### config.mk
export PLATFORM = sky130hd
export DESIGN_NAME = rbc_top
export DESIGN_NICKNAME = d
export VERILOG_FILES = /design/src/design/rbc_pkg.sv /design/src/design/rbc_stab_if.sv /design/src/design/rbc_stab_timer.sv /design/src/design/rbc_sync.sv /design/src/design/rbc_top.sv
export SDC_FILE = /design/constraint.sdc
export NUM_CORES = 1
export LEC_CHECK = 0
export BUFFER_PORTS_ARGS = -buffer_cell sky130_fd_sc_hd__clkbuf_2
export CAP_MARGIN = 20
export CELL_PAD_IN_SITES_DETAIL_PLACEMENT = 1
export CELL_PAD_IN_SITES_GLOBAL_PLACEMENT = 2
export CORE_ASPECT_RATIO = 0.6
export CORE_MARGIN = 10
export CORE_UTILIZATION = 35
export DETAILED_ROUTE_END_ITERATION = 10
export PLACE_DENSITY = 0.8
export SYNTH_ARGS = -nofsm -noshare
export SYNTH_HDL_FRONTEND = slang
export SYNTH_SLANG_ARGS = --single-unit
### constraint.sdc
create_clock -name clk -period 6 [get_ports clk]
set_input_delay 1.2 -clock clk [delete_from_list [all_inputs] [get_ports clk]]
set_output_delay 1.2 -clock clk [all_outputs]
set_load 0.02 [all_outputs]
### src/design/rbc_pkg.sv
// Constants, types and register map of the RAM back-up and clock control.
// Assumes a single 200 MHz clock and a synchronous active-high reset.
// Function
// - Reset scrambles group, aux pointer, temp byte
// - Low enabled wakeup port returns from back-up
// - Back-up only when power-off follows arm
// - Back-up scrambles all five pointer registers
// - Watchdog re-armed on return; disable+restart stops
// - Control bit 3 clear disables shared pin
// - No back-up when clocked externally
// - Oscillator select honoured once only
// - Selection stops other and on-chip oscillators
// - Stabilisation wait timed by on-chip oscillator until a source is selected, then by clk
package rbc_pkg;
  localparam int          CLK_MHZ       = 200;
  localparam logic [7:0]  ADDR_CMD      = 8'h00;
  localparam logic [7:0]  ADDR_WAKE_SEL = 8'h04;
  localparam logic [7:0]  ADDR_EXT_INT  = 8'h08;
  localparam logic [7:0]  ADDR_STATUS   = 8'h0c;
  localparam logic [7:0]  ADDR_WORK     = 8'h10;
  localparam logic [1:0]  RESP_OKAY     = 2'h0;
  localparam logic [1:0]  RESP_SLVERR   = 2'h2;

  localparam logic [3:0]  CMD_ARM       = 4'h1;
  localparam logic [3:0]  CMD_POWER_OFF = 4'h2;
  localparam logic [3:0]  CMD_INT_DIS   = 4'h3;
  localparam logic [3:0]  CMD_INT_EN    = 4'h4;
  localparam logic [3:0]  CMD_WDT_DIS   = 4'h5;
  localparam logic [3:0]  CMD_WDT_RST   = 4'h6;
  localparam logic [3:0]  CMD_CER_SEL   = 4'h7;
  localparam logic [3:0]  CMD_RC_SEL    = 4'h8;

  localparam int          EXT_INT_W       = 4;
  localparam int          EXT_PIN_EN_BIT  = 3;
  localparam int          EXT_EDGE_BIT    = 2;
  localparam logic [3:0]  EXT_INT_RST     = 4'h0;
  localparam int          WAKE_W_DEF      = 12;
  localparam int          SHARED_IDX_DEF  = 7;

  localparam logic [1:0]  OSC_NONE = 2'h0;
  localparam logic [1:0]  OSC_CER  = 2'h1;
  localparam logic [1:0]  OSC_RC   = 2'h2;

  localparam int          WORK_W       = 21;
  localparam int          GRP_LSB      = 0;
  localparam int          GRP_W        = 2;
  localparam int          FILE_LSB     = 2;
  localparam int          FILE_W       = 4;
  localparam int          DIGIT_LSB    = 6;
  localparam int          DIGIT_W      = 4;
  localparam int          AUX_LSB      = 10;
  localparam int          AUX_W        = 3;
  localparam int          TEMP_LSB     = 13;
  localparam int          TEMP_W       = 8;
  localparam logic [20:0] WORK_RST     = 21'h000000;

  localparam int          ST_LSB       = 0;
  localparam int          OSC_LSB      = 3;
  localparam int          WDT_BIT      = 5;
  localparam int          INTEN_BIT    = 6;
  localparam int          EXTCLK_BIT   = 7;
  localparam int          ARM_BIT      = 8;

  localparam logic [15:0] LFSR_SEED    = 16'hace1;
  localparam int          STAB_TICKS_DEF = 16;

  typedef enum logic [2:0] {
    ST_RUN    = 3'b001,
    ST_BACKUP = 3'b010,
    ST_STAB   = 3'b100
  } rbc_state_t;
endpackage

### src/design/rbc_stab_if.sv
// Start, tick and busy lines between the sequencer and its stabilisation timer.
// Assumes both ends run on the same clock.
`timescale 1ns/1ps
`default_nettype none
interface rbc_stab_if;
  logic start;
  logic tick;
  logic busy;
  modport ctrl  (output start, output tick, input busy);
  modport timer (input start, input tick, output busy);
endinterface
`default_nettype wire

### src/design/rbc_stab_timer.sv
// Oscillation stabilisation wait counter; counts tick pulses after start.
// Assumes tick is a one-cycle pulse already in the clk domain.
`timescale 1ns/1ps
`default_nettype none
module rbc_stab_timer
  import rbc_pkg::*;
#(
  parameter int TICKS = STAB_TICKS_DEF
) (
  input  wire logic   clk,
  input  wire logic   reset,
  rbc_stab_if.timer   st
);
  localparam int CW = $clog2(TICKS + 1);
  localparam logic [CW-1:0] LOAD = CW'(TICKS);
  logic [CW-1:0] cnt_q;
  logic          busy_q;
  if (TICKS < 1) begin : g_chk
    $error("rbc_stab_timer: TICKS must be at least 1");
  end
  assign st.busy = busy_q;
  always_ff @(posedge clk) begin
    if (reset) begin
      cnt_q  <= '0;
      busy_q <= 1'b0;
    end else if (st.start) begin
      cnt_q  <= LOAD;
      busy_q <= 1'b1;
    end else if (busy_q && st.tick) begin
      cnt_q  <= cnt_q - CW'(1);
      busy_q <= (cnt_q != CW'(1));
    end
  end
endmodule
`default_nettype wire

### src/design/rbc_sync.sv
// Two-flop synchroniser for a bus of asynchronous pin levels.
// Assumes the levels are quasi-static relative to clk.
`timescale 1ns/1ps
`default_nettype none
module rbc_sync #(
  parameter int W = 1
) (
  input  wire logic         clk,
  input  wire logic         reset,
  input  wire logic [W-1:0] d,
  output logic      [W-1:0] q
);
  logic [W-1:0] meta_q;
  if (W < 1) begin : g_chk
    $error("rbc_sync: W must be at least 1");
  end
  always_ff @(posedge clk) begin
    if (reset) begin
      meta_q <= '0;
      q      <= '0;
    end else begin
      meta_q <= d;
      q      <= meta_q;
    end
  end
endmodule
`default_nettype wire

### src/design/rbc_top.sv
// RAM back-up entry, key-on wakeup and oscillator selection controller.
// Assumes commands arrive as AXI4-Lite writes from the core on clk; all
// pin inputs are asynchronous and are synchronised here.
//
// Chosen here: the address map and the AXI4-Lite interface to the registers.
`timescale 1ns/1ps
`default_nettype none
module rbc_top
  import rbc_pkg::*;
#(
  parameter int WAKE_W     = WAKE_W_DEF,
  parameter int SHARED_IDX = SHARED_IDX_DEF,
  parameter int STAB_TICKS = STAB_TICKS_DEF
) (
  input  wire logic              clk,
  input  wire logic              reset,
  input  wire logic [7:0]        s_axi_awaddr,
  input  wire logic              s_axi_awvalid,
  output logic                   s_axi_awready,
  input  wire logic [31:0]       s_axi_wdata,
  input  wire logic [3:0]        s_axi_wstrb,
  input  wire logic              s_axi_wvalid,
  output logic                   s_axi_wready,
  output logic [1:0]             s_axi_bresp,
  output logic                   s_axi_bvalid,
  input  wire logic              s_axi_bready,
  input  wire logic [7:0]        s_axi_araddr,
  input  wire logic              s_axi_arvalid,
  output logic                   s_axi_arready,
  output logic [31:0]            s_axi_rdata,
  output logic [1:0]             s_axi_rresp,
  output logic                   s_axi_rvalid,
  input  wire logic              s_axi_rready,
  input  wire logic [WAKE_W-1:0] wake_port_pin,
  input  wire logic              onchip_osc_pin,
  input  wire logic              oscillator_input_is_ext,
  output logic                   sys_clk_en,
  output logic                   cpu_run,
  output logic                   backup_active,
  output logic                   ceramic_osc_en,
  output logic                   rc_osc_en,
  output logic                   onchip_osc_en,
  output logic                   wdt_enable,
  output logic                   wdt_restart,
  output logic                   int_enable,
  output logic                   wake_shared_pin_in
);
  if (WAKE_W < 1 || WAKE_W > 32 || SHARED_IDX >= WAKE_W) begin : g_chk
    $error("rbc_top: wakeup width or shared index out of range");
  end

  function automatic logic [31:0] merge_strb(input logic [31:0] old_v,
                                             input logic [31:0] new_v,
                                             input logic [3:0]  strb);
    logic [31:0] r;
    r = old_v;
    for (int i = 0; i < 4; i++) begin
      if (strb[i]) begin
        r[8*i +: 8] = new_v[8*i +: 8];
      end
    end
    return r;
  endfunction

  // Scramble stands in for undefined contents so reads never show X
  function automatic logic [WORK_W-1:0] scramble(
      input logic [WORK_W-1:0] w, input logic [15:0] rnd,
      input logic all_regs);
    logic [WORK_W-1:0] r;
    r = w;
    r[GRP_LSB +: GRP_W]   = rnd[1:0];
    r[AUX_LSB +: AUX_W]   = rnd[4:2];
    r[TEMP_LSB +: TEMP_W] = rnd[15:8];
    if (all_regs) begin
      r[FILE_LSB +: FILE_W]   = rnd[8:5];
      r[DIGIT_LSB +: DIGIT_W] = rnd[12:9];
    end
    return r;
  endfunction

  rbc_state_t            state_q;
  rbc_state_t            state_d;
  logic [7:0]            awaddr_q;
  logic                  aw_have_q;
  logic [31:0]           wdata_q;
  logic [3:0]            wstrb_q;
  logic                  w_have_q;
  logic                  bvalid_q;
  logic [1:0]            bresp_q;
  logic [31:0]           rdata_q;
  logic [1:0]            rresp_q;
  logic                  rvalid_q;
  logic [WAKE_W-1:0]     wake_sel_q;
  logic [EXT_INT_W-1:0]  ext_int_q;
  logic [WORK_W-1:0]     work_q;
  logic [15:0]           lfsr_q;
  logic [1:0]            osc_sel_q;
  logic                  arm_q;
  logic                  wdt_dis_pend_q;
  logic                  wdt_en_q;
  logic                  wdt_rst_q;
  logic                  int_en_q;
  logic                  ext_clk_q;
  logic                  strap_taken_q;
  logic                  start_q;
  logic                  osc_prev_q;
  logic [WAKE_W-1:0]     wake_sync;
  logic                  osc_sync;
  logic                  strap_sync;

  rbc_stab_if stab ();

  rbc_sync #(.W(WAKE_W + 2)) u_sync (
    .clk   (clk),
    .reset (reset),
    .d     ({oscillator_input_is_ext, onchip_osc_pin, wake_port_pin}),
    .q     ({strap_sync, osc_sync, wake_sync})
  );

  rbc_stab_timer #(.TICKS(STAB_TICKS)) u_timer (
    .clk   (clk),
    .reset (reset),
    .st    (stab.timer)
  );

  wire do_write   = aw_have_q && w_have_q && !bvalid_q;
  wire wr_cmd     = awaddr_q == ADDR_CMD;
  wire wr_wake    = awaddr_q == ADDR_WAKE_SEL;
  wire wr_ext     = awaddr_q == ADDR_EXT_INT;
  wire wr_work    = awaddr_q == ADDR_WORK;
  wire wr_ok      = wr_cmd || wr_wake || wr_ext || wr_work ||
                    awaddr_q == ADDR_STATUS;
  wire rd_hs      = s_axi_arvalid && !rvalid_q;
  wire [31:0] wr_merged = merge_strb(32'h0, wdata_q, wstrb_q);
  wire [31:0] work_merged = merge_strb(32'(work_q), wdata_q, wstrb_q);

  // Commands only execute while the core is running
  wire        cmd_fire = do_write && wr_cmd && wstrb_q[0] &&
                         state_q == ST_RUN;
  wire [3:0]  cmd      = wdata_q[3:0];
  wire        run      = state_q == ST_RUN;

  // Shared pin only reaches interrupt logic while its input is enabled
  wire pin_en   = ext_int_q[EXT_PIN_EN_BIT];
  wire wake_req = |(wake_sel_q & ~wake_sync);
  wire po_entry = cmd_fire && cmd == CMD_POWER_OFF && arm_q &&
                  !ext_clk_q;
  wire back_leave = state_q == ST_BACKUP && wake_req;
  wire osc_rise   = osc_sync && !osc_prev_q;
  // Before selection the wait runs on on-chip ticks; once that oscillator
  // is stopped the selected source, i.e. clk, paces it instead.
  wire stab_tick  = (osc_sel_q == OSC_NONE) ? osc_rise : 1'b1;
  wire stab_done  = state_q == ST_STAB && !start_q && !stab.busy;

  assign stab.start = start_q;
  assign stab.tick  = stab_tick;

  always_comb begin
    state_d = state_q;
    case (state_q)
      ST_RUN: begin
        if (po_entry) begin
          state_d = ST_BACKUP;
        end
      end
      ST_BACKUP: begin
        if (back_leave) begin
          state_d = ST_STAB;
        end
      end
      ST_STAB: begin
        if (stab_done) begin
          state_d = ST_RUN;
        end
      end
      default: state_d = ST_STAB;
    endcase
  end

  wire [31:0] status_w = {23'h0, arm_q, ext_clk_q, int_en_q, wdt_en_q,
                          osc_sel_q, state_q};
  wire        rd_ok    = s_axi_araddr == ADDR_CMD ||
                         s_axi_araddr == ADDR_WAKE_SEL ||
                         s_axi_araddr == ADDR_EXT_INT ||
                         s_axi_araddr == ADDR_STATUS ||
                         s_axi_araddr == ADDR_WORK;
  wire [31:0] rd_mux =
      (s_axi_araddr == ADDR_WAKE_SEL) ? 32'(wake_sel_q) :
      (s_axi_araddr == ADDR_EXT_INT)  ? 32'(ext_int_q)  :
      (s_axi_araddr == ADDR_STATUS)   ? status_w        :
      (s_axi_araddr == ADDR_WORK)     ? 32'(work_q)     : 32'h0;

  assign s_axi_awready = !aw_have_q && !bvalid_q;
  assign s_axi_wready  = !w_have_q && !bvalid_q;
  assign s_axi_bvalid  = bvalid_q;
  assign s_axi_bresp   = bresp_q;
  assign s_axi_arready = !rvalid_q;
  assign s_axi_rvalid  = rvalid_q;
  assign s_axi_rdata   = rdata_q;
  assign s_axi_rresp   = rresp_q;

  always_ff @(posedge clk) begin
    if (reset) begin
      aw_have_q <= 1'b0;
      w_have_q  <= 1'b0;
      awaddr_q  <= 8'h00;
      wdata_q   <= 32'h0;
      wstrb_q   <= 4'h0;
      bvalid_q  <= 1'b0;
      bresp_q   <= RESP_OKAY;
    end else begin
      if (s_axi_awvalid && s_axi_awready) begin
        aw_have_q <= 1'b1;
        awaddr_q  <= s_axi_awaddr;
      end else if (do_write) begin
        aw_have_q <= 1'b0;
      end
      if (s_axi_wvalid && s_axi_wready) begin
        w_have_q <= 1'b1;
        wdata_q  <= s_axi_wdata;
        wstrb_q  <= s_axi_wstrb;
      end else if (do_write) begin
        w_have_q <= 1'b0;
      end
      if (do_write) begin
        bvalid_q <= 1'b1;
        bresp_q  <= wr_ok ? RESP_OKAY : RESP_SLVERR;
      end else if (s_axi_bready) begin
        bvalid_q <= 1'b0;
      end
    end
  end

  always_ff @(posedge clk) begin
    if (reset) begin
      rvalid_q <= 1'b0;
      rdata_q  <= 32'h0;
      rresp_q  <= RESP_OKAY;
    end else if (rd_hs) begin
      rvalid_q <= 1'b1;
      rdata_q  <= rd_mux;
      rresp_q  <= rd_ok ? RESP_OKAY : RESP_SLVERR;
    end else if (s_axi_rready) begin
      rvalid_q <= 1'b0;
    end
  end

  always_ff @(posedge clk) begin
    if (reset) begin
      state_q    <= ST_STAB;
      start_q    <= 1'b1;
      osc_prev_q <= 1'b0;
      lfsr_q     <= LFSR_SEED;
    end else begin
      state_q    <= state_d;
      start_q    <= back_leave;
      osc_prev_q <= osc_sync;
      lfsr_q     <= {lfsr_q[14:0],
                     lfsr_q[15] ^ lfsr_q[13] ^ lfsr_q[12] ^ lfsr_q[10]};
    end
  end

  // Strap is static on a board; following it keeps the settled level
  // rather than the flushed synchroniser value seen just after reset.
  always_ff @(posedge clk) begin
    if (reset) begin
      ext_clk_q     <= 1'b0;
      strap_taken_q <= 1'b0;
    end else begin
      ext_clk_q     <= strap_sync;
      strap_taken_q <= 1'b1;
    end
  end

  always_ff @(posedge clk) begin
    if (reset) begin
      wake_sel_q <= '0;
      ext_int_q  <= EXT_INT_RST;
    end else if (do_write && wr_wake) begin
      wake_sel_q <= wr_merged[WAKE_W-1:0];
    end else if (do_write && wr_ext) begin
      ext_int_q  <= wr_merged[EXT_INT_W-1:0];
    end
  end

  // Group, aux and temp have no defined value after reset; all five fields after back-up
  always_ff @(posedge clk) begin
    if (reset) begin
      work_q <= WORK_RST;
    end else if (strap_taken_q == 1'b0) begin
      work_q <= scramble(work_q, lfsr_q, 1'b0);
    end else if (back_leave) begin
      work_q <= scramble(work_q, lfsr_q, 1'b1);
    end else if (do_write && wr_work) begin
      work_q <= work_merged[WORK_W-1:0];
    end
  end

  // Arm must be the command just before power-off; any other breaks it
  always_ff @(posedge clk) begin
    if (reset) begin
      arm_q <= 1'b0;
    end else if (cmd_fire) begin
      arm_q <= cmd == CMD_ARM;
    end
  end

  always_ff @(posedge clk) begin
    if (reset) begin
      int_en_q <= 1'b0;
    end else if (cmd_fire && cmd == CMD_INT_DIS) begin
      int_en_q <= 1'b0;
    end else if (cmd_fire && cmd == CMD_INT_EN) begin
      int_en_q <= 1'b1;
    end
  end

  // Watchdog comes back on at every return, so software must repeat
  // the disable/restart pair each time.
  always_ff @(posedge clk) begin
    if (reset) begin
      wdt_en_q       <= 1'b1;
      wdt_dis_pend_q <= 1'b0;
      wdt_rst_q      <= 1'b0;
    end else begin
      wdt_rst_q <= cmd_fire && cmd == CMD_WDT_RST;
      if (back_leave) begin
        wdt_en_q       <= 1'b1;
        wdt_dis_pend_q <= 1'b0;
      end else if (cmd_fire) begin
        wdt_dis_pend_q <= cmd == CMD_WDT_DIS;
        if (cmd == CMD_WDT_RST && wdt_dis_pend_q) begin
          wdt_en_q <= 1'b0;
        end
      end
    end
  end

  // First selection wins; later ones are silently dropped
  always_ff @(posedge clk) begin
    if (reset) begin
      osc_sel_q <= OSC_NONE;
    end else if (cmd_fire && osc_sel_q == OSC_NONE) begin
      if (cmd == CMD_CER_SEL) begin
        osc_sel_q <= OSC_CER;
      end else if (cmd == CMD_RC_SEL) begin
        osc_sel_q <= OSC_RC;
      end
    end
  end

  // Back-up gates core clock and execution; RAM simply keeps its state
  assign sys_clk_en     = state_q != ST_BACKUP;
  assign cpu_run        = run;
  assign backup_active  = state_q == ST_BACKUP;
  assign ceramic_osc_en = osc_sel_q == OSC_CER && sys_clk_en;
  assign rc_osc_en      = osc_sel_q == OSC_RC && sys_clk_en;
  assign onchip_osc_en  = osc_sel_q == OSC_NONE;
  assign wdt_enable     = wdt_en_q;
  assign wdt_restart    = wdt_rst_q;
  assign int_enable     = int_en_q;
  assign wake_shared_pin_in = wake_sync[SHARED_IDX] && pin_en;
endmodule
`default_nettype wire

==> impl_summary.txt, run 1 <==
----------------------------------------------------
[Drt]
  DRT iter0 DRCs ... around 240
  Top metal layer carrying routed signals ... met4
  Via count normalized by instance count ... 5.13
  DRC ... 0
  Met2 wirelength from detailed routing ... 8.43 mm
  Met3 Wirelength ... 1.63 mm
  First-pass detailed-route iteration total ... 4
  Antenna violation net count after detailed routing ... 0
  Vias after detailed routing ... around 5500
  Total wirelength of the detailed-routed design ... roughly 20 mm
  Metal-1 WL ... 9.91 mm
  Drt wl/cell ... 18.8 µm

[Clock network]
  Count of cells resized by post-cts repair ... 0
  Root buffer selected by CTS ... clkbuf_16
  Number of buffers on the longest clock path ... 2
  Cts bufs inserted ... 17
  Num Clock Sinks ... 160
  Insertion delay of the later-clocked pin in the worst-skew pair ... 0.42 ns
  Post-CTS setup repair buffer count ... 0
  Clock tree from TritonCTS ... done
  # H-tree levels ... 4
  Hold buffer count at CTS ... 0
  Post-CTS clock slew at the launch and capture registers of the worst setup and hold paths ... 0.06 ns

[Worst setup path]
  Worst reg2reg startpoint ... s_axi_bvalid
  Kind of critical path ... in -> reg
  Crit path from ... s_axi_araddr[7]
  Worst stage delay on the critical path ... 0.78 ns
  Endpoint arrival time on the critical path ... 3.47 ns
  Worst Setup End Kind ... register
  Worst path slowest cell ... nor2_1
  Worst path bufs/invs ... 1
  Reg2Reg Setup Slack ... ~3.4 ns
  Cell type group with the largest total delay on the critical path ... simple AND/OR/NAND/NOR gates
  Most numerous cell on the critical path ... nor2_1
  WP data required ... 6.35 ns
  Critical path, cell by cell ... clkbuf_2 > or4_1 > or3_1 > nor2_1 > a221oi_1 > nor2_1
  Maximum net fanout on the critical path ... 11
  Crit path launch type ... primary input

[Floorplanning]
  I/O pins ... roughly 120
  Area inside the core boundary ... between 0.015 and 0.02 mm²
  Die X ... 195 µm
  Initial Utilization ... 35.6%
  Floorplan row count ... 38
  Vert. Die Dim ... between 100 and 150 µm
  Die Footprint ... 0.0244 mm²

[STA]
  Max Slew Vio Count ... 0
  Max Clk Rate ... around 320 MHz
  Final worst path period share ... about 52%
  Fin Setup TNS ... 0 ns
  Remaining max-slew budget at the tightest pin ... 30.9%
  Layout Skew ... 0.0113 ns
  Smallest setup slack after layout ... 2.88 ns
  Slew of the pin with the lowest slew margin ... 1.04 ns
  Number of hold-slack violations in the final timing report ... 0
  Unrepaired setup endpoints after global routing ... false
  Min Tclk post-route ... 3.12 ns
  Final-report setup violation count ... 0

[Power and ir drop]
  Peak supply drop ... 169 µV
  Internal Dissipation ... about 1.7 mW
  Switching Share ... 25.8%
  Combinational cell fraction of total power ... 8.3%
  Clock power frac ... 42.4%
  Sequential group share of total power ... 49.3%
  Power density over the cells ... 308 mW/mm²
  Leakage ... 2.92 nW
  Design Power ... between 2 and 2.5 mW
  Switch Pwr ... 0.604 mW

[Synthesis]
  Cell types occupying the most area after synthesis ... dfxtp_1 (50%), nand2_1 (6.8%), a21oi_1 (5.8%), nor2b_1 (5.7%), a211oi_1 (3.5%)
  Most used standard cell by instance count after synthesis ... dfxtp_1
  Sequential-to-total area share from yosys stat ... 49.9%
  Synth top area share ... between 40 and 50%
  Count of distinct cell types in the synthesized netlist ... 55
  Post-synthesis instance area ... roughly 0.0064 mm²
  Number of synthesized flops with an enable pin ... 0
  Avg Synthesized Cell Area ... 8.74 µm²
  Cell count after synthesis ... 735
  Leading register cell type out of synthesis ... dfxtp_1
  Post-synth top area cell ... dfxtp_1
  Warnings from Yosys ... 0
  Yosys reg bits ... 160
  Top cell types by occurrence after synthesis ... dfxtp_1 (160), nand2_1 (116), a21oi_1 (75)
  Ys async rst share ... 0%

[Cells and area]
  Post-Route Utilization ... a little over two fifths
  Post-route cell area ... 0.00758 mm²
  Count of inserted antenna diode cells ... 0
  Number of nets in the final layout ... 888
  Share of cells above drive strength 1 ... 18.5%
  Area Growth Syn to Fin ... 18.0%

[Flow run]
  Max-cap violation count ... 0

[Global routing]
  Global-route wire length before repair ... 31.8 mm
  Number of global-route vias before repair ... a little under 6000
  Maximum number of pins on one net before global-route repair ... 104
  Overall routing resource usage ... between 10% and 20%
  Overflow after GRT ... 0
  Initial antenna violation count ... 0

[Placement]
  Buffers on Ports ... 98
  Cell area reported after detailed placement ... 0.00703 mm²
  Detailed placer's ending HPWL ... 14.8 mm
  Global placement routability congestion ... 0.961
  Worst setup slack after placement ... 2.48 ns

[Min path]
  Worst hold path type ... reg -> reg
  Startpoint of the tightest hold check path ... lfsr_q[4]

[Status]
  Status ... complete, no violations

----------------------------------------------------
-- sequential cells by signal, summed over array words and instances (netlist names), 2 cells and up --
register and count:
state_q 3, wdata_q 21, wake_sel_q 12, awaddr_q 8, u_sync.meta_q 14, work_q 21, u_timer.cnt_q 5, u_sync.q 14
s_axi_rdata 21, lfsr_q 16, osc_sel_q 2, ext_int_q 4, wstrb_q 3
-- cell usage in the layout (no fill, tap or decap), drive strengths merged, types with 8 or more instances in the layout --
master | Yosys | final
a221oi | 12 | 12
dfxtp | 160 | 160
nand3b | 10 | 10
a21oi | 75 | 75
o21ai | 24 | 24
nor4 | 8 | 8
nor2b | 59 | 59
nor2 | 50 | 50
inv | 25 | 26
a211oi | 30 | 30
nand2 | 117 | 117
clkbuf | 36 | 117
nand3 | 21 | 21
nor3 | 8 | 8
conb | 1 | 13
-- cell families (layout without fill, tap and decap cells) --
logic type	count (synthesis)	in the layout	synth area share, %
flops	160	160	49.9
mux	8	8	1.27
compound gates	167	167	16.6
simple gates	308	308	25.0
xor+xnor	7	7	0.954
other cells	1	13	0.0584
buf+inv	82	160	5.86
fa+ha+maj	2	2	0.389
-- power by group through the flow --
stage	clock (mW)	combinational [mW]	sequential (mW)
after floorplan	0	0.136	1.16
after global placement	0	0.187	1.17
after detailed placement	0	0.194	1.17
after CTS	1.02	0.196	1.15
after global routing	1.07	0.219	1.16
final	0.992	0.194	1.15
-- tightest hold or removal path, delay by kind of cell (launching register included) --
kind | cells | cell delay (ns)
DFF | 1 | 0.31
buffers and inverters | 1 | 0.05
and+or+nand+nor | 1 | 0.04
-- through the flow --
| step | hold WS, ns | instances |
|---|---|---|
| 2_1_floorplan | 0.392 | 747 |
| 3_3_place_gp | 0.410 | 1033 |
| 3_5_place_dp | 0.421 | 1033 |
| 4_1_cts | 0.436 | 1064 |
| 5_1_grt | 0.452 | 1065 |
| 6_report | 0.432 | 1065 |
-- metal layers --
metal / vias up / GRT usage, %
met2: 117 / 23.2
li1: 2653 / -
met3: 5 / 6.22
met4: 0 / 4.03
met1: 2692 / 22.4
met5: - / 0
-- area by class of cell --
class / instances / area [µm²]
multi-input combinational: 505 / 2900
fill: 2150 / 10400
inverter: 25 / 93.8
sequential: 160 / 3200
timing repair buffer: 104 / 538
clock buffer: 20 / 457
clock inverter: 11 / 85.1
tap: 240 / 300
-- final timing paths --
path / to / depth (start not counted)
max: s_axi_rdata[11] / 6
min: lfsr_q[5] / 2
max reg2reg: wake_sel_q[9] / 5
min reg2reg: lfsr_q[5] / 2
No activity file was read; power rests on OpenSTA's default activity.
==> run 2, diff against run 1 <==
- CORE_UTILIZATION: 35 -> 33
- PLACE_DENSITY: 0.8 -> 0.76
- clock period: 6 -> 2.9 ns (I/O delays scaled with it)
==> run 2 against run 1 <==
Effect of this change: core utilization is 1.5 points lower; register-to-register slack worse by 3.0 ns; critical path depth stayed put; total power is 110% higher; wire length is 4.3% higher; clock power is 120% higher; final area is 2.1% higher; sequential cell count stayed put; critical path type is now reg -> reg; largest cell class unchanged; highest routed layer unchanged.
==> impl_summary.txt, run 2 (synthesis gave the netlist of run 1 again) <==
----------------------------------------------------
[Clock network]
  Count of cells resized by post-cts repair ... 0 (unchanged)
  Hold buffer count at CTS ... 0 (unchanged)
  Root buffer selected by CTS ... clkbuf_16 (unchanged)
  Post-CTS setup repair buffer count ... 0 (unchanged)
  Post-CTS clock slew at the launch and capture registers of the worst setup and hold paths ... 0.07 ns (was 0.06 ns)
  Num Clock Sinks ... 160 (unchanged)
  Cts bufs inserted ... 17 (unchanged)
  Insertion delay of the later-clocked pin in the worst-skew pair ... 0.42 ns (about the same)
  # H-tree levels ... 4 (unchanged)
  Clock tree from TritonCTS ... done (unchanged)
  Number of buffers on the longest clock path ... 2 (unchanged)

[Drt]
  Total wirelength of the detailed-routed design ... 20.9 mm (was 20.0 mm)
  DRT iter0 DRCs ... 421 (was 236)
  Antenna violation net count after detailed routing ... 0 (unchanged)
  DRC ... 0 (unchanged)
  Vias after detailed routing ... 5542 (was 5467)
  Via count normalized by instance count ... 5.01 (was 5.13)
  First-pass detailed-route iteration total ... 5 (was 4)
  Drt wl/cell ... 18.9 µm (was 18.8 µm)

[Global routing]
  Global-route wire length before repair ... 32.9 mm (was 31.8 mm)
  Overflow after GRT ... 0 (unchanged)
  Maximum number of pins on one net before global-route repair ... 56 (was 104)
  Overall routing resource usage ... 16.2% (about the same)
  Initial antenna violation count ... 0 (unchanged)
  Number of global-route vias before repair ... 5741 (was 5769)

[Floorplanning]
  Area inside the core boundary ... 0.0191 mm² (was 0.0180 mm²)
  Die X ... 200 µm (was 195 µm)
  I/O pins ... 124 (unchanged)
  Die Footprint ... 0.0256 mm² (was 0.0244 mm²)
  Floorplan row count ... 39 (was 38)
  Vert. Die Dim ... 128 µm (was 125 µm)
  Initial Utilization ... 33.7% (was 35.6%)

[Placement]
  Global placement routability congestion ... 0.898 (was 0.961)
  Placed cells ... 1073 (was 1033)
  Detailed placer's ending HPWL ... 15.3 mm (was 14.8 mm)
  Buffers on Ports ... 98 (unchanged)

[Worst setup path]
  Endpoint arrival time on the critical path ... 2.89 ns (was 3.47 ns)
  Worst stage delay on the critical path ... 0.60 ns (was 0.78 ns)
  WP data required ... 3.25 ns (was 6.35 ns)
  Worst path slowest cell ... or3_1 (was nor2_1)
  Kind of critical path ... reg -> reg (was in -> reg)
  Maximum net fanout on the critical path ... 9 (was 11)
  Crit path launch type ... register (was primary input)
  Worst Setup End Kind ... register (unchanged)
  Critical path, cell by cell ... or4_4 > or3_1 > nor4b_4 > buf_4 > nand3_1 > a21oi_1 (was clkbuf_2 > or4_1 > or3_1 > nor2_1 > a221oi_1 > nor2_1)

[STA]
  Slew of the pin with the lowest slew margin ... 1.07 ns (was 1.04 ns)
  Final-report setup violation count ... 0 (unchanged)
  Number of hold-slack violations in the final timing report ... 0 (unchanged)
  Min Tclk post-route ... 2.54 ns
  Worst hold slack across all endpoints ... 0.351 ns (was 0.432 ns)
  Unrepaired setup endpoints after global routing ... false (unchanged)
  Max Clk Rate ... 394 MHz
  Max Slew Vio Count ... 0 (unchanged)
  Final worst path period share ... 87.4%
  Layout Skew ... 0.00925 ns (was 0.0113 ns)
  Fin Setup TNS ... 0 ns (unchanged)
  Remaining max-slew budget at the tightest pin ... 28.3% (was 30.9%)

[Cells and area]
  Share of cells above drive strength 1 ... 20.0% (was 18.5%)
  Post-Route Utilization ... 40.6% (was 42.1%)
  Area Growth Syn to Fin ... 20.5% (was 18.0%)
  Post-route non-filler standard cell count ... 1106 (was 1065)
  Number of nets in the final layout ... 901 (was 888)
  Most common cell after layout, fill and taps aside ... dfxtp_1 (unchanged)
  Commonest non-fill, non-tap cells in the layout ... dfxtp_1 (160), nand2_1 (116), clkbuf_2 (97) (unchanged)
  Filler cell count ... 2250 (was 2150)

[Power and ir drop]
  Peak supply drop ... 447 µV (was 169 µV)
  Design Power ... 5.00 mW (was 2.34 mW)
  Power density over the cells ... 646 mW/mm² (was 308 mW/mm²)
  Leakage ... 3.01 nW (was 2.92 nW)

[Status]
  Status ... complete, no violations (unchanged)

[Flow run]
  Max-cap violation count ... 0 (unchanged)

[Min path]
  Worst hold path type ... in -> reg (was reg -> reg)

----------------------------------------------------
## run 2: cell types whose count changed in the layout (fill, tap and decap cells not counted), moves of 2 or more
| cell | change |
|---|---|
| buf_4 | +13 |
| clkinv_2 | +2 |
| clkinv_4 | -5 |
| inv_6 | +5 |
## run 2: worst paths after layout
kind | from | endpoint | slack, ns | cells after the start
worst min register to register | u_sync.meta_q[6] | u_sync.q[6] | 0.44 | 1
worst max register to register | awaddr_q[1] | wake_sel_q[9] | 0.36 | 6
worst max-delay path | awaddr_q[1] | wake_sel_q[9] | 0.36 | 6
worst min-delay path | s_axi_rready | s_axi_rvalid | 0.35 | 2
## run 2: layout make-up
cell class                      count  area [µm²]  share of cell area (%)
Inverter                           25        93.8                    1.21
Multi-Input combinational cell    505        2900                    37.5
Clock buffer                       18         439                    5.68
Tap cell                          266         333                    4.30
Timing Repair Buffer              117         636                    8.21
Clock inverter                     14         129                    1.67
Sequential cell                   160        3200                    41.4
Antenna cell                        1        2.50                  0.0323
## run 2: metal layers
| metal | GRT usage (%) | vias to the layer above | share of wire [%] | routed length (µm) |
|---|---|---|---|---|
| li1 | - | 2684 | - | - |
| met1 | 22.4 | 2691 | 50 | 10500 |
| met2 | 23.9 | 145 | 43 | 8920 |
| met3 | 4.39 | 22 | 6.0 | 1260 |
| met4 | 4.87 | 0 | 1.0 | 219 |
| met5 | 0 | - | 0 | 0 |
## run 2: through the flow
stage,worst slack [ns],cell area [µm²]
2_1_floorplan,0.585,6470
3_3_place_gp,0.426,7170
5_1_grt,0.273,7740
6_report,0.364,7740
4_1_cts,0.391,7740
3_5_place_dp,0.411,7170
## run 2: critical path: cells and delay by family (launching register included)
kind | cells | cell delay, ns
compound gates | 1 | 0.16
buf+inv | 1 | 0.24
flops | 1 | 0.32
simple gates | 4 | 1.74
## run 2: power by group
part           switching, mW  internal (mW)
clock                  0.979           1.22
sequential            0.0801           2.30
combinational          0.272          0.152
total                   1.33           3.67
==> run 3, diff against run 2 <==
- PLACE_DENSITY: 0.76 -> 0.79
==> run 3 against run 2 <==
Effect of this change: combinational power shrank 2%; wire length is 1.8% lower; register-to-register slack better by 0.04 ns; first-iteration DRC count shrank 11%; sequential power is essentially flat; clock-buffer cell count grew 3; cell count decreased by 0.27%; worst hold slack worse by 0.013 ns; sequential share of layout area fell by 0.23 points; largest power group unchanged.
==> impl_summary.txt, run 3 (synthesis gave the netlist of run 1 again) <==
----------------------------------------------------
[Clock network]
  # H-tree levels ... 4 (unchanged)
  Insertion delay of the later-clocked pin in the worst-skew pair ... 0.43 ns (was 0.42 ns)
  Root buffer selected by CTS ... clkbuf_16 (unchanged)
  Count of cells resized by post-cts repair ... 0 (unchanged)
  Hold buffer count at CTS ... 0 (unchanged)
  Post-CTS clock slew at the launch and capture registers of the worst setup and hold paths ... 0.06 ns (was 0.07 ns)
  Clock tree from TritonCTS ... done (unchanged)
  Cts bufs inserted ... 17 (unchanged)
  Number of buffers on the longest clock path ... 2 (unchanged)
  Post-CTS setup repair buffer count ... 0 (unchanged)
  Num Clock Sinks ... 160 (unchanged)

[STA]
  Number of hold-slack violations in the final timing report ... 0 (unchanged)
  Fin Setup TNS ... 0 ns (unchanged)
  Final worst path period share ... 86.2% (was 87.4%)
  Remaining max-slew budget at the tightest pin ... 35.2% (was 28.3%)
  Final-report setup violation count ... 0 (unchanged)
  Max Clk Rate ... 400 MHz (was 394 MHz)
  Layout Skew ... 0.00925 ns (about the same)
  Max Slew Vio Count ... 0 (unchanged)
  Unrepaired setup endpoints after global routing ... false (unchanged)
  Min Tclk post-route ... 2.50 ns (was 2.54 ns)
  Slew of the pin with the lowest slew margin ... 0.967 ns (was 1.07 ns)

[Cells and area]
  Post-Route Utilization ... 40.8% (was 40.6%)
  Most common cell after layout, fill and taps aside ... dfxtp_1 (unchanged)
  Area Growth Syn to Fin ... 21.1% (was 20.5%)
  Post-route cell area ... 0.00778 mm² (was 0.00774 mm²)
  Count of inserted antenna diode cells ... 0 (was 1)
  Share of cells above drive strength 1 ... 19.6% (was 20.0%)
  Number of nets in the final layout ... 900 (was 901)
  Commonest non-fill, non-tap cells in the layout ... dfxtp_1 (160), nand2_1 (116), clkbuf_2 (97) (unchanged)

[Power and ir drop]
  Peak supply drop ... 410 µV (was 447 µV)
  Power density over the cells ... 665 mW/mm² (was 646 mW/mm²)
  Clock power frac ... 46.0% (was 44.0%)
  Switch Pwr ... 1.24 mW (was 1.33 mW)
  Leakage ... 3.03 nW (was 3.01 nW)
  Switching Share ... 24.0% (was 26.6%)
  Sequential group share of total power ... 46.0% (was 47.5%)
  Internal Dissipation ... 3.93 mW (was 3.67 mW)
  Combinational cell fraction of total power ... 8.0% (was 8.5%)

[Floorplanning]
  Area inside the core boundary ... 0.0191 mm² (unchanged)
  Die Footprint ... 0.0256 mm² (unchanged)
  Floorplan row count ... 39 (unchanged)
  I/O pins ... 124 (unchanged)
  Vert. Die Dim ... 128 µm (unchanged)
  Die X ... 200 µm (unchanged)
  Initial Utilization ... 33.7% (unchanged)

[Worst setup path]
  Crit path launch type ... register (unchanged)
  Kind of critical path ... reg -> reg (unchanged)
  WP data required ... 3.17 ns (was 3.25 ns)
  Worst Setup End Kind ... register (unchanged)
  Maximum net fanout on the critical path ... 12 (was 9)
  Endpoint arrival time on the critical path ... 2.77 ns (was 2.89 ns)

[Placement]
  Global placement routability congestion ... 0.916 (was 0.898)
  Cell area reported after detailed placement ... 0.00716 mm² (was 0.00717 mm²)
  Detailed placer's ending HPWL ... 15.3 mm (about the same)
  Buffers on Ports ... 98 (unchanged)

[Status]
  Status ... complete, no violations (unchanged)

[Drt]
  Drt wl/cell ... 18.6 µm (was 18.9 µm)
  DRC ... 0 (unchanged)
  Total wirelength of the detailed-routed design ... 20.5 mm (was 20.9 mm)
  First-pass detailed-route iteration total ... 5 (unchanged)
  DRT iter0 DRCs ... 376 (was 421)
  Vias after detailed routing ... 5494 (was 5542)
  Via count normalized by instance count ... 4.98 (was 5.01)
  Antenna violation net count after detailed routing ... 0 (unchanged)

[Global routing]
  Global-route wire length before repair ... 32.3 mm (was 32.9 mm)
  Overflow after GRT ... 0 (unchanged)
  Number of global-route vias before repair ... 5743 (was 5741)
  Maximum number of pins on one net before global-route repair ... 72 (was 56)
  Overall routing resource usage ... 16.0% (was 16.2%)
  Initial antenna violation count ... 0 (unchanged)

[Flow run]
  Max-cap violation count ... 0 (unchanged)

[Min path]
  Worst hold path type ... in -> reg (unchanged)

----------------------------------------------------
run 3: cell count changes in the layout (fill, tap and decap cells not counted), sizes merged:
| cell | previous run | this run |
|---|---|---|
| inv | 32 | 25 |
| bufinv | 1 | 4 |
| clkbuf | 115 | 118 |
| buf | 20 | 19 |
| clkinv | 4 | 5 |
| clkinvlp | 2 | 1 |
| diode | 1 | 0 |
run 3: path summary, 6_finish.rpt:
check / startpoint / to / slack [ns] / depth (start not counted)
min reg2reg: lfsr_q[5] / lfsr_q[6] / 0.42 / 1
max reg2reg: awaddr_q[1] / wake_sel_q[2] / 0.40 / 5
min: s_axi_rready / s_axi_rvalid / 0.34 / 2
max: awaddr_q[1] / wake_sel_q[2] / 0.40 / 5
run 3: critical path, stage by stage (launching register included):
cell	delay, ns
dfxtp_1	0.31
or4_4	0.58
or3_1	0.59
or4b_4	0.68
nand2_2	0.11
a21oi_1	0.07
run 3: layout make-up:
cell class / instances / area (µm²)
multi-input combinational: 505 / 2900
timing repair buffer: 116 / 628
inverter: 25 / 93.8
clock buffer: 21 / 460
sequential: 160 / 3200
tap: 266 / 333
clock inverter: 10 / 160
fill: 2234 / 11300
run 3: per-stage QoR:
step | total power [mW] | instances | setup slack, ns | hold slack (ns)
final | 5.17 | 1103 | 0.401 | 0.338
after global routing | 5.38 | 1103 | 0.206 | 0.347
after CTS | 5.23 | 1103 | 0.395 | 0.324
after detailed placement | 2.84 | 1072 | 0.384 | 0.425
after global placement | 2.82 | 1072 | 0.457 | 0.420
after floorplan | 2.69 | 747 | 0.585 | 0.392
run 3: power by group through the flow:
stage	clock network, mW	logic [mW]	registers (mW)
floorplan	0	0.281	2.41
global placement	0	0.402	2.42
detailed placement	0	0.417	2.43
CTS	2.43	0.420	2.38
global route	2.53	0.467	2.39
finish	2.38	0.414	2.38
run 3: metal layers:
| layer | vias up | routed length, µm | global-route usage [%] |
|---|---|---|---|
| met2 | 133 | 8570 | 22.7 |
| met4 | 0 | 161 | 4.47 |
| met5 | - | 0 | 0 |
| met1 | 2668 | 10000 | 21.9 |
| li1 | 2679 | - | - |
| met3 | 14 | 1760 | 6.28 |
